`src/bbpw_pkg.sv`:
```
package bbpw_pkg;

    // ------------------------------------------------------------
    // Timing
    // ------------------------------------------------------------
    localparam int CLK_HZ        = 50_000_000;
    localparam int LF_HZ         = 32768;
    localparam int LF_DIV        = CLK_HZ / LF_HZ;
    localparam int SEC_TICKS_DEF = LF_HZ;
    localparam int SLOT_US       = 62500;
    localparam int SLOT_TICKS    = LF_HZ * SLOT_US / 1_000_000;
    localparam int FS_SHORT_S    = 5;
    localparam int FS_LONG_S     = 21;
    localparam int FS_W          = 5;

    // ------------------------------------------------------------
    // Banks and indexes
    // ------------------------------------------------------------
    localparam logic [1:0] BANK0 = 2'h0;
    localparam logic [1:0] BANK1 = 2'h1;
    localparam logic [1:0] BANK2 = 2'h2;

    localparam logic [6:0] IDX_CTRL1    = 7'h40;
    localparam logic [6:0] IDX_CTRL2    = 7'h41;
    localparam logic [6:0] IDX_STATUS   = 7'h42;
    localparam logic [6:0] IDX_LOCK     = 7'h47;
    localparam logic [6:0] IDX_CENTURY  = 7'h48;
    localparam logic [6:0] IDX_UP_PTR   = 7'h50;
    localparam logic [6:0] IDX_UP_DATA  = 7'h53;
    localparam logic [6:0] IDX_SHARED_LO = 7'h0e;
    localparam logic [6:0] IDX_SHARED_HI = 7'h3f;
    localparam logic [6:0] IDX_LOCKED_LO = 7'h38;
    localparam logic [6:0] IDX_BANK0_LO  = 7'h40;
    localparam logic [6:0] IDX_TOP       = 7'h7f;
    localparam logic [6:0] UP_GUARD_HI   = 7'h1f;

    // ------------------------------------------------------------
    // Field positions
    // ------------------------------------------------------------
    localparam int C1_DLY_OPT   = 1;
    localparam int C1_LEVEL     = 2;
    localparam int C1_NOTE_CLR  = 3;
    localparam int C1_PF_MASK   = 4;
    localparam int C1_SOFT_OFF  = 5;
    localparam int C1_FS_RESET  = 6;
    localparam int C1_PF_FLAG   = 7;
    localparam int C2_ALARM_EN  = 0;
    localparam int C2_SRC_SEL   = 1;
    localparam int C2_TRAIN     = 2;
    localparam int C2_CALL_EN   = 3;
    localparam int C2_U1_EN     = 4;
    localparam int C2_U2_EN     = 5;
    localparam int C2_DLY_EN    = 6;
    localparam int ST_LEVEL     = 7;
    localparam int LK_UPPER     = 3;
    localparam int LK_RD_GUARD  = 4;
    localparam int LK_WR_GUARD  = 5;
    localparam int LK_MASK_WR   = 6;
    localparam int LK_LOCK      = 7;

    // ------------------------------------------------------------
    // Values and masks
    // ------------------------------------------------------------
    localparam logic [7:0] CTRL1_KEEP = 8'h16;
    localparam logic [7:0] CTRL2_KEEP = 8'h7f;
    localparam logic [7:0] LOCK_KEEP  = 8'hf8;
    localparam logic [5:0] STAT_INIT  = 6'h01;
    localparam logic [7:0] REG_ZERO   = 8'h00;
    localparam logic [7:0] READ_BLOCK = 8'hff;
    localparam logic [3:0] TRAIN_PAT  = 4'h7;

    // ------------------------------------------------------------
    // Synchroniser lanes
    // ------------------------------------------------------------
    localparam int SYNC_W   = 9;
    localparam int SI_RING_A = 0;
    localparam int SI_RING_B = 1;
    localparam int SI_U1     = 2;
    localparam int SI_U2     = 3;
    localparam int SI_SW     = 4;
    localparam int SI_VDD    = 5;
    localparam int SI_STBY   = 6;
    localparam int SI_FIRST  = 7;
    localparam int SI_MHR    = 8;
    localparam logic [SYNC_W-1:0] SYNC_IDLE = 9'h05f;

    typedef enum logic [1:0] {
        SUP_MAIN = 2'b00,
        SUP_BATT = 2'b01,
        SUP_HOLD = 2'b11
    } bbpw_sup_t;

endpackage

```
`src/bbpw_ctrl.sv`:
```
module bbpw_ctrl
    import bbpw_pkg::*;
#(
    parameter int TICKS_PER_SEC = SEC_TICKS_DEF
) (
    input  wire logic       clk,
    input  wire logic       sys_rst,
    input  wire logic       power_first_up,
    input  wire logic       master_hw_reset,
    input  wire logic       standby_present,
    input  wire logic       host_vdd_present,
    input  wire logic       switch_n,
    input  wire logic       call_alert_a_n,
    input  wire logic       call_alert_b_n,
    input  wire logic       uart1_wake_input_n,
    input  wire logic       uart2_wake_input_n,
    input  wire logic       alarm_match,
    input  wire logic [1:0] reg_bank,
    input  wire logic [6:0] reg_index,
    input  wire logic       reg_wr,
    input  wire logic       reg_rd,
    input  wire logic [7:0] reg_wdata,
    output logic      [7:0] reg_rdata,
    output logic            reg_rvalid,
    output logic            supply_enable_out_n,
    output logic            off_notice_n
);

    localparam int DIV_W  = $clog2(LF_DIV);
    localparam int SEC_W  = $clog2(TICKS_PER_SEC);
    localparam int SLOT_W = $clog2(SLOT_TICKS);

    if (TICKS_PER_SEC < 2) begin : g_chk
        $error("TICKS_PER_SEC must be at least 2");
    end

    function automatic logic in_range(input logic [6:0] v, input logic [6:0] lo, input logic [6:0] hi);
        in_range = (v >= lo) && (v <= hi);
    endfunction

    // ------------------------------------------------------------
    // Input synchronisers and slow tick
    // ------------------------------------------------------------
    logic [SYNC_W-1:0] sync1_q;
    logic [SYNC_W-1:0] sync2_q;
    logic [SYNC_W-1:0] samp_q;
    logic [DIV_W-1:0]  div_q;
    wire  [SYNC_W-1:0] raw_in = {master_hw_reset, power_first_up, standby_present, host_vdd_present,
                                 switch_n, uart2_wake_input_n, uart1_wake_input_n,
                                 call_alert_b_n, call_alert_a_n};
    wire               lf_tick = (div_q == DIV_W'(LF_DIV - 1));

    always_ff @(posedge clk) begin
        if (sys_rst) begin
            sync1_q <= SYNC_IDLE;
            sync2_q <= SYNC_IDLE;
        end else begin
            sync1_q <= raw_in;
            sync2_q <= sync1_q;
        end
    end

    always_ff @(posedge clk) begin
        if (sys_rst) begin
            div_q  <= '0;
            samp_q <= SYNC_IDLE;
        end else begin
            div_q <= lf_tick ? '0 : div_q + 1'b1;
            if (lf_tick) begin
                samp_q <= sync2_q;
            end
        end
    end

    // Edges are judged only on the slow tick, so closer repeats merge
    wire [SYNC_W-1:0] fall = {SYNC_W{lf_tick}} & samp_q & ~sync2_q;
    wire [SYNC_W-1:0] rise = {SYNC_W{lf_tick}} & ~samp_q & sync2_q;
    wire              first_up = sync2_q[SI_FIRST];
    wire              mhr      = sync2_q[SI_MHR];

    // ------------------------------------------------------------
    // Battery-backed registers
    // ------------------------------------------------------------
    logic [7:0] ctrl1_q;
    logic [7:0] ctrl2_q;
    logic [5:0] stat_q;
    logic [7:0] lock_q;
    logic [7:0] century_q;
    logic [6:0] ptr_q;
    logic       pf_flag_q;
    logic       on_q;
    logic       saved_q;
    logic       alarm_pend_q;
    logic       notice_q;
    logic       fs_run_q;
    logic [FS_W-1:0] fs_sec_q;
    bbpw_sup_t  sup_q;
    logic [SEC_W-1:0] hold_q;
    logic [7:0] lower_mem [0:127];
    logic [7:0] upper_mem [0:127];

    // ------------------------------------------------------------
    // Register decode
    // ------------------------------------------------------------
    wire in_bank1  = (reg_bank == BANK1);
    wire in_bank2  = (reg_bank == BANK2);
    wire hit_c1    = in_bank2 && (reg_index == IDX_CTRL1);
    wire hit_c2    = in_bank2 && (reg_index == IDX_CTRL2);
    wire hit_st    = in_bank2 && (reg_index == IDX_STATUS);
    wire hit_lk    = in_bank2 && (reg_index == IDX_LOCK);
    wire hit_cent  = in_bank1 && (reg_index == IDX_CENTURY);
    wire hit_ptr   = in_bank1 && (reg_index == IDX_UP_PTR);
    wire hit_win   = in_bank1 && (reg_index == IDX_UP_DATA);
    wire hit_shrd  = in_range(reg_index, IDX_SHARED_LO, IDX_SHARED_HI);
    wire hit_b0    = (reg_bank == BANK0) && in_range(reg_index, IDX_BANK0_LO, IDX_TOP);
    wire hit_low   = hit_shrd || hit_b0;
    wire in_locked = in_range(reg_index, IDX_LOCKED_LO, IDX_SHARED_HI);
    wire up_guard  = in_range(ptr_q, 7'h00, UP_GUARD_HI);

    wire wr_c1     = reg_wr && hit_c1;
    wire wr_c2     = reg_wr && hit_c2;
    wire rd_st     = reg_rd && hit_st;

    wire low_locked = lock_q[LK_LOCK] && in_locked;
    wire low_wr_ok  = hit_low && !low_locked && !(lock_q[LK_MASK_WR] && hit_b0);
    wire up_rd_blk  = lock_q[LK_UPPER] || (lock_q[LK_RD_GUARD] && up_guard);
    wire up_wr_ok   = !lock_q[LK_UPPER] && !(lock_q[LK_WR_GUARD] && up_guard)
                      && !lock_q[LK_MASK_WR];

    wire soft_off  = wr_c1 && reg_wdata[C1_SOFT_OFF];
    wire fs_clear  = wr_c1 && reg_wdata[C1_FS_RESET];
    wire note_clr  = wr_c1 && reg_wdata[C1_NOTE_CLR];
    wire pf_clr    = wr_c1 && reg_wdata[C1_PF_FLAG];

    // ------------------------------------------------------------
    // Event detection
    // ------------------------------------------------------------
    // Unless C1_PF_MASK is set, ring, UART and switch edges are ignored while on battery and for a second after
    wire in_mask   = (sup_q != SUP_MAIN) && !ctrl1_q[C1_PF_MASK];
    wire [SYNC_W-1:0] ev_fall = fall & {SYNC_W{!in_mask}};
    wire src_b     = ctrl2_q[C2_SRC_SEL];
    wire ring_fall = src_b ? ev_fall[SI_RING_B] : ev_fall[SI_RING_A];
    wire ring_lvl  = src_b ? sync2_q[SI_RING_B] : sync2_q[SI_RING_A];
    wire u1_fall   = ev_fall[SI_U1];
    wire u2_fall   = ev_fall[SI_U2];
    wire vdd_on    = sync2_q[SI_VDD];
    wire sw_on     = ev_fall[SI_SW] && !vdd_on;
    wire sw_off    = ev_fall[SI_SW] && vdd_on && !fs_run_q;
    wire vdd_lost  = fall[SI_VDD];

    // ------------------------------------------------------------
    // Ring pulse-train slots
    // ------------------------------------------------------------
    logic [SLOT_W-1:0] slot_q;
    logic              slot_edge_q;
    logic [2:0]        hist_q;
    wire               slot_end  = lf_tick && (slot_q == SLOT_W'(SLOT_TICKS - 1));
    wire               slot_cur  = slot_edge_q || ring_fall;
    wire               train_det = slot_end && ({hist_q, slot_cur} == TRAIN_PAT);
    wire               call_det  = ctrl2_q[C2_TRAIN] ? train_det : ring_fall;

    always_ff @(posedge clk) begin
        if (sys_rst) begin
            slot_q      <= '0;
            slot_edge_q <= 1'b0;
            hist_q      <= 3'h0;
        end else begin
            if (lf_tick) begin
                slot_q <= slot_end ? '0 : slot_q + 1'b1;
            end
            if (slot_end) begin
                hist_q      <= {hist_q[1:0], slot_cur};
                slot_edge_q <= 1'b0;
            end else if (ring_fall) begin
                slot_edge_q <= 1'b1;
            end
        end
    end

    // ------------------------------------------------------------
    // Seconds and fail-safe timer
    // ------------------------------------------------------------
    logic [SEC_W-1:0] sec_q;
    wire sec_tick  = lf_tick && (sec_q == SEC_W'(TICKS_PER_SEC - 1));
    wire [FS_W-1:0] fs_last = ctrl1_q[C1_DLY_OPT] ? FS_W'(FS_LONG_S - 1) : FS_W'(FS_SHORT_S - 1);
    wire fs_expire = fs_run_q && sec_tick && (fs_sec_q == fs_last);
    wire hold_end  = (sup_q == SUP_HOLD) && lf_tick && (hold_q == SEC_W'(TICKS_PER_SEC - 1));

    always_ff @(posedge clk) begin
        if (sys_rst) begin
            sec_q <= '0;
        end else if (lf_tick) begin
            sec_q <= sec_tick ? '0 : sec_q + 1'b1;
        end
    end

    // Fail-safe state is battery backed: a system reset mid-count must not rescue a hang
    always_ff @(posedge clk) begin
        if (first_up) begin
            fs_run_q <= 1'b0;
            fs_sec_q <= '0;
        end else if (fs_clear || vdd_lost || fs_expire) begin
            fs_run_q <= 1'b0;
            fs_sec_q <= '0;
        end else if (sw_off && ctrl2_q[C2_DLY_EN]) begin
            fs_run_q <= 1'b1;
            fs_sec_q <= '0;
        end else if (fs_run_q && sec_tick) begin
            fs_sec_q <= fs_sec_q + 1'b1;
        end
    end

    // ------------------------------------------------------------
    // Power enable
    // ------------------------------------------------------------
    wire pf_block  = ctrl1_q[C1_PF_MASK] && pf_flag_q;
    wire wake_src  = (alarm_match && ctrl2_q[C2_ALARM_EN])
                   || (call_det && ctrl2_q[C2_CALL_EN])
                   || (u1_fall && ctrl2_q[C2_U1_EN])
                   || (u2_fall && ctrl2_q[C2_U2_EN]);
    wire wake_req  = sw_on || (wake_src && !pf_block && (sup_q == SUP_MAIN));
    wire off_req   = soft_off || (sw_off && !ctrl2_q[C2_DLY_EN]) || fs_expire;
    wire alarm_bat = alarm_match && ctrl2_q[C2_ALARM_EN] && (sup_q != SUP_MAIN);

    always_ff @(posedge clk) begin
        if (first_up) begin
            sup_q        <= SUP_MAIN;
            on_q         <= 1'b0;
            saved_q      <= 1'b0;
            alarm_pend_q <= 1'b0;
            hold_q       <= '0;
        end else begin
            if (alarm_bat) begin
                alarm_pend_q <= 1'b1;
            end
            case (sup_q)
                SUP_MAIN: begin
                    if (fall[SI_STBY]) begin
                        saved_q <= on_q;
                        on_q    <= 1'b0;
                        sup_q   <= SUP_BATT;
                    end else if (off_req) begin
                        on_q <= 1'b0; // Off wins over a wake in the same cycle
                    end else if (wake_req) begin
                        on_q <= 1'b1;
                    end
                end
                SUP_BATT: begin
                    on_q <= 1'b0;
                    if (rise[SI_STBY]) begin
                        hold_q <= '0;
                        sup_q  <= SUP_HOLD;
                    end
                end
                SUP_HOLD: begin
                    if (fall[SI_STBY]) begin
                        sup_q <= SUP_BATT;
                    end else if (hold_end) begin
                        sup_q        <= SUP_MAIN;
                        alarm_pend_q <= 1'b0;
                        if (!ctrl1_q[C1_PF_MASK]) begin
                            on_q <= saved_q || alarm_pend_q || alarm_bat;
                        end
                    end else if (lf_tick) begin
                        hold_q <= hold_q + 1'b1;
                    end
                end
                default: begin
                    sup_q <= SUP_MAIN;
                end
            endcase
        end
    end

    // ------------------------------------------------------------
    // Control and status registers
    // ------------------------------------------------------------
    wire [5:0] stat_set = {sw_off, fs_expire, u2_fall, u1_fall, call_det, alarm_match};
    wire [5:0] stat_clr = rd_st ? 6'h3f : 6'h00;

    always_ff @(posedge clk) begin
        if (first_up) begin
            ctrl1_q   <= REG_ZERO;
            ctrl2_q   <= REG_ZERO;
            pf_flag_q <= 1'b0;
            stat_q    <= STAT_INIT;
            century_q <= REG_ZERO;
            ptr_q     <= 7'h00;
        end else begin
            if (wr_c1) begin
                ctrl1_q <= reg_wdata & CTRL1_KEEP;
            end
            if (wr_c2) begin
                ctrl2_q <= reg_wdata & CTRL2_KEEP;
            end
            if (reg_wr && hit_cent) begin
                century_q <= reg_wdata;
            end
            if (reg_wr && hit_ptr) begin
                ptr_q <= reg_wdata[6:0];
            end
            // A new event beats the clearing read or write
            pf_flag_q <= (fall[SI_STBY] && (sup_q == SUP_MAIN)) || (pf_flag_q && !pf_clr);
            stat_q    <= (stat_q & ~stat_clr) | stat_set;
        end
    end

    always_ff @(posedge clk) begin
        if (first_up || mhr) begin
            lock_q <= REG_ZERO;
        end else if (reg_wr && hit_lk) begin
            lock_q <= lock_q | (reg_wdata & LOCK_KEEP);
        end
    end

    // Shutdown notice: edge mode lasts one slow-clock period
    always_ff @(posedge clk) begin
        if (first_up) begin
            notice_q <= 1'b0;
        end else if (sw_off) begin
            notice_q <= 1'b1;
        end else if (ctrl1_q[C1_LEVEL] ? note_clr : lf_tick) begin
            notice_q <= 1'b0;
        end
    end

    // ------------------------------------------------------------
    // Battery-backed RAM
    // ------------------------------------------------------------
    always_ff @(posedge clk) begin
        if (reg_wr && low_wr_ok) begin
            lower_mem[reg_index] <= reg_wdata;
        end
        if (reg_wr && hit_win && up_wr_ok) begin
            upper_mem[ptr_q] <= reg_wdata;
        end
    end

    // ------------------------------------------------------------
    // Read path
    // ------------------------------------------------------------
    wire [7:0] rd_c1  = ctrl1_q | {pf_flag_q, 7'h00};
    wire [7:0] rd_st_v = {ring_lvl, 1'b0, stat_q};
    wire [7:0] rd_win = up_rd_blk ? READ_BLOCK : upper_mem[ptr_q];
    wire [7:0] rd_low = low_locked ? READ_BLOCK : lower_mem[reg_index];
    wire [7:0] rd_mux = hit_c1   ? rd_c1 :
                        hit_c2   ? ctrl2_q :
                        hit_st   ? rd_st_v :
                        hit_lk   ? lock_q :
                        hit_cent ? century_q :
                        hit_ptr  ? {1'b0, ptr_q} :
                        hit_win  ? rd_win :
                        hit_low  ? rd_low : REG_ZERO;

    always_ff @(posedge clk) begin
        if (sys_rst) begin
            reg_rdata  <= REG_ZERO;
            reg_rvalid <= 1'b0;
        end else begin
            reg_rvalid <= reg_rd;
            if (reg_rd) begin
                reg_rdata <= rd_mux;
            end
        end
    end

    assign supply_enable_out_n = !on_q;
    assign off_notice_n        = !notice_q;

endmodule

```
`config.mk`:
```
export PLATFORM = sky130hd
export DESIGN_NAME = bbpw_ctrl
export DESIGN_NICKNAME = d
export VERILOG_FILES = /design/src/bbpw_pkg.sv /design/src/bbpw_ctrl.sv
export SDC_FILE = /design/constraint.sdc
export NUM_CORES = 2
export LEC_CHECK = 0
export BUFFER_PORTS_ARGS = -buffer_cell sky130_fd_sc_hd__buf_4
export CAP_MARGIN = 25
export CORE_ASPECT_RATIO = 1.2
export CORE_UTILIZATION = 44
export CTS_CLUSTER_SIZE = 16
export DETAILED_ROUTE_END_ITERATION = 8
export PLACE_DENSITY = 0.66
export REMOVE_ABC_BUFFERS = 1
export SYNTH_ARGS = -nofsm -noshare
export SYNTH_HDL_FRONTEND = slang
export SYNTH_SLANG_ARGS = --single-unit
export TNS_END_PERCENT = 10
```
`constraint.sdc`:
```
create_clock -name clk -period 3.1 [get_ports clk]
set_input_delay 0.31 -clock clk [delete_from_list [all_inputs] [get_ports clk]]
set_output_delay 0.31 -clock clk [all_outputs]
set_load 0.02 [all_outputs]
```
==> results.py <==
metrics = {
    "clock_network": {
        "postCtsSetupRepairBufs": 0,
        "clockBufferDepth": 3,
        "clk_pin_slew_ns": 0.07,
        "numCtsBuffers": 208,
        "clockRootBuffer": "clkbuf_16",
        "cts_tree": "yes",
        "cts.sinks": 2194,
        "clkLatencyLatePin_ns": 0.86,
        "htreeDepth": 4,
    },
    "global_route": {
        "grt-ovfl-total": 0,
        "grt_util_met2": 0.390,
        "grt_max_degree": 116,
        "met1_usage": 0.312,
        "grt.busiest_layer": "met2",
        "grtUsageTotal": 0.238,
        "antenna_found_initial": 6,
        "grt_pass1_wl_mm": 339,
        "use_met3": 0.0464,
        "grt_pass1_vias": 47905,
    },
    "setup_path": {
        "path_max_fanout": 15,
        "critPathRequiredTime_ns": 3.85,
        "worst_path_max_delay_cell": "mux4_2",
        "critPathLaunchType": "flop",
        "cp-end-kind": "flop",
        "arrival_ns": 3.83,
        "cp_slowest_stage_delay_ns": 0.54,
        "crit_type": "reg2reg",
        "path_cells": "buf_12, buf_16, mux4_2, mux4_2, o211ai_1, buf_4, a31oi_4, a221o_1",
        "crit_path_frequent_cell": "mux4_2",
    },
    "routing": {
        "drtAntennaViolNets": 0,
        "drcViolationCount": 0,
        "dr.pass1.iters": 6,
        "vias_per_cell": 5.95,
        "vias": 47829,
        "first_iter_violations": 5679,
        "wire_per_inst_um": 29.1,
        "wirelength_mm": 234,
    },
    "pwr": {
        "p_comb_frac": 0.041,
        "p_leak_nw": 32.5,
        "internal_power_mw": 47.6,
        "swShare": 0.213,
        "power_mw": 60.5,
        "p_clk_frac": 0.421,
        "vdd_ir_drop_max_mv": 0.594,
        "switchingPower_mw": 12.9,
        "power.share.sequential": 0.539,
        "power_density_nw_per_um2": 601,
    },
    "cells_and_area": {
        "drive_gt1_frac": 0.265,
        "regArea_sq_um": 64400,
        "nNetsFinal": 5303,
        "nFillCells": 15332,
        "final_common_cell": "edfxtp_1",
        "syn_to_final_growth_pct": 17.1,
        "final_cell_area_sq_um": 101000,
        "final_cell_mix": "2048 x edfxtp_1, 544 x buf_4, 448 x mux4_2",
        "multi_input_area_sq_um": 20500,
    },
    "logic_synthesis": {
        "synth_edf_count": 2048,
        "synthTopCellsByArea": "edfxtp_1 72%, mux4_2 12%, dfxtp_1 3.4%, nor2_1 1.7%, mux2i_1 1.1%",
        "synthFlopType": "edfxtp_1",
        "syn_area_sq_um": 86000,
        "syn_avg_cell_area_sq_um": 18.8,
        "yosysWarningCount": 0,
        "syn_inst": 4580,
        "synthArstFlopShare": 0,
        "synth_top_cell_by_area": "edfxtp_1",
        "synth_top_area_share": 0.716,
        "ys_ff_latch": 2194,
        "yosysSeqAreaShare": 0.750,
        "ys_types": 88,
    },
    "timing": {
        "whs_ns": 0.0507,
        "final-max-slew-violation-count": 0,
        "min_period_over_period": 0.994,
        "rsz0062_at_grt": "yes",
        "post-route-min-period_ns": 3.08,
        "tightest_slew_ns": 1.13,
        "setup_viol": 0,
        "timing.fmax_ghz": 0.325,
        "hold_violations": 0,
        "max_slew_margin": 0.247,
        "skew_ns": 0.0466,
        "post-route-worst-setup-slack_ns": 0.0192,
    },
    "placement": {
        "postPlaceCellArea_sq_um": 93600,
        "gp_congestion": 0.940,
        "place_hpwl_mm": 154,
        "place_ws_ns": -0.335,
        "port_buffers": 41,
    },
    "die": {
        "die_x_um": 405,
        "pin_count": 42,
        "initial_core_util": 0.443,
        "fp.coreArea_sq_um": 194000,
        "dieArea_sq_um": 197000,
        "fp.dieH_um": 486,
        "num_rows": 177,
    },
    "outcome": {
        "status": "completed",
    },
    "flow_run": {
        "cap_violations": 0,
    },
    "hold_path": {
        "hold_path_class": "in2reg",
    },
}
layer usage:
| metal | share of wire | routed length [um] |
|---|---|---|
| met5 | 0.000051 | 12 |
| met4 | 0.044 | 10300 |
| met3 | 0.089 | 20900 |
| met2 | 0.49 | 115000 |
| met1 | 0.38 | 88200 |
path summary, 6_finish.rpt:
| path | start | endpoint | slack [ns] | cells after the start |
|---|---|---|---|---|
| max | flop | reg_rdata[0] | 0.02 | 8 |
| min | reg_wdata[2] | lower_mem[103][2] | 0.05 | 1 |
| max reg2reg | flop | reg_rdata[0] | 0.02 | 8 |
| min reg2reg | sync1_q[6] | sync2_q[6] | 0.42 | 1 |
worst max-delay path, delay by kind of cell, from the launching register on:
kind                   cells  cell delay [ns]
AO/OA/AOI/OAI              3             0.88
buffers and inverters      3             0.63
flip-flops                 1             0.37
multiplexers               2             1.05
cell type report:
type	count	area share
repair buffers	628	0.0554
clock buffers	263	0.0545
well taps	2595	0.0323
multi-input cells	2207	0.204
flip-flops and latches	2194	0.640
clock inverters	126	0.0128
inverters	26	0.000982
diodes	1	0.0000249
stage by stage:
step                std cells  TNS [ns]  utilization
floorplan                4427    -68.67            -
global placement         7635    -15.48        0.483
detailed placement       7635    -14.70        0.483
CTS                      8039         0        0.519
global route             8039   -0.0190        0.519
finish                   8040         0        0.519
repair_timing:
action / CTS / global route
resized for setup: 4 / 8
endpoints found under the setup margin: 2 / 5
pin swaps: 1 / 2
hold endpoints to repair: 20 / 0
gates cloned: 1 / 0
hold buffers: 14 / 0
power by group through the flow:
stage          logic [mW]  clock network [mW]  registers, mW
2_1_floorplan       0.774                   0           33.2
3_3_place_gp         2.40                   0           33.2
4_1_cts              2.45                25.7           32.6
3_5_place_dp         2.43                   0           33.2
5_1_grt              2.57                26.8           32.6
6_report             2.48                25.4           32.6
state kept, by name, summed over array words and instances (netlist names), 7 cells and up, named ones only:
| register | count |
|---|---|
| reg_rdata | 8 |
| sync2_q | 9 |
| sync1_q | 9 |
| slot_q | 11 |
| samp_q | 7 |
| ctrl2_q | 7 |
| century_q | 8 |
| hold_q | 15 |
| div_q | 11 |
| ptr_q | 7 |
| upper_mem | 1024 |
| lower_mem | 1024 |
| sec_q | 15 |
logic make-up (layout without fill, tap and decap cells):
group / after synthesis / after routing / share of synthesized area
compound gates: 528 / 528 / 0.0434
flops: 2194 / 2194 / 0.750
fa+ha+maj: 8 / 8 / 0.00114
mux: 584 / 584 / 0.134
buf+inv: 290 / 1043 / 0.0174
xor+xnor: 42 / 42 / 0.00428
other cells: 1 / 113 / 0.0000436
simple gates: 933 / 933 / 0.0504
Yosys cell counts, drive strengths merged, types with 10 or more instances:
library cell	count
a2111oi	11
a211oi	23
a21oi	102
a221o	13
a221oi	53
a22o	12
a22oi	79
a31oi	16
and2	16
and3	24
buf	163
clkbuf	101
dfxtp	146
edfxtp	2048
inv	25
mux2	44
mux2i	92
mux4	448
nand2	217
nand2b	17
nand3	99
nand3b	13
nand4	24
nor2	387
nor2b	34
nor3	22
nor4	13
o211ai	10
o21ai	68
o221ai	20
o22ai	40
o31ai	10
or2	14
or3	13
xnor2	12
xor2	30
Power figures use the tool's default switching activity.
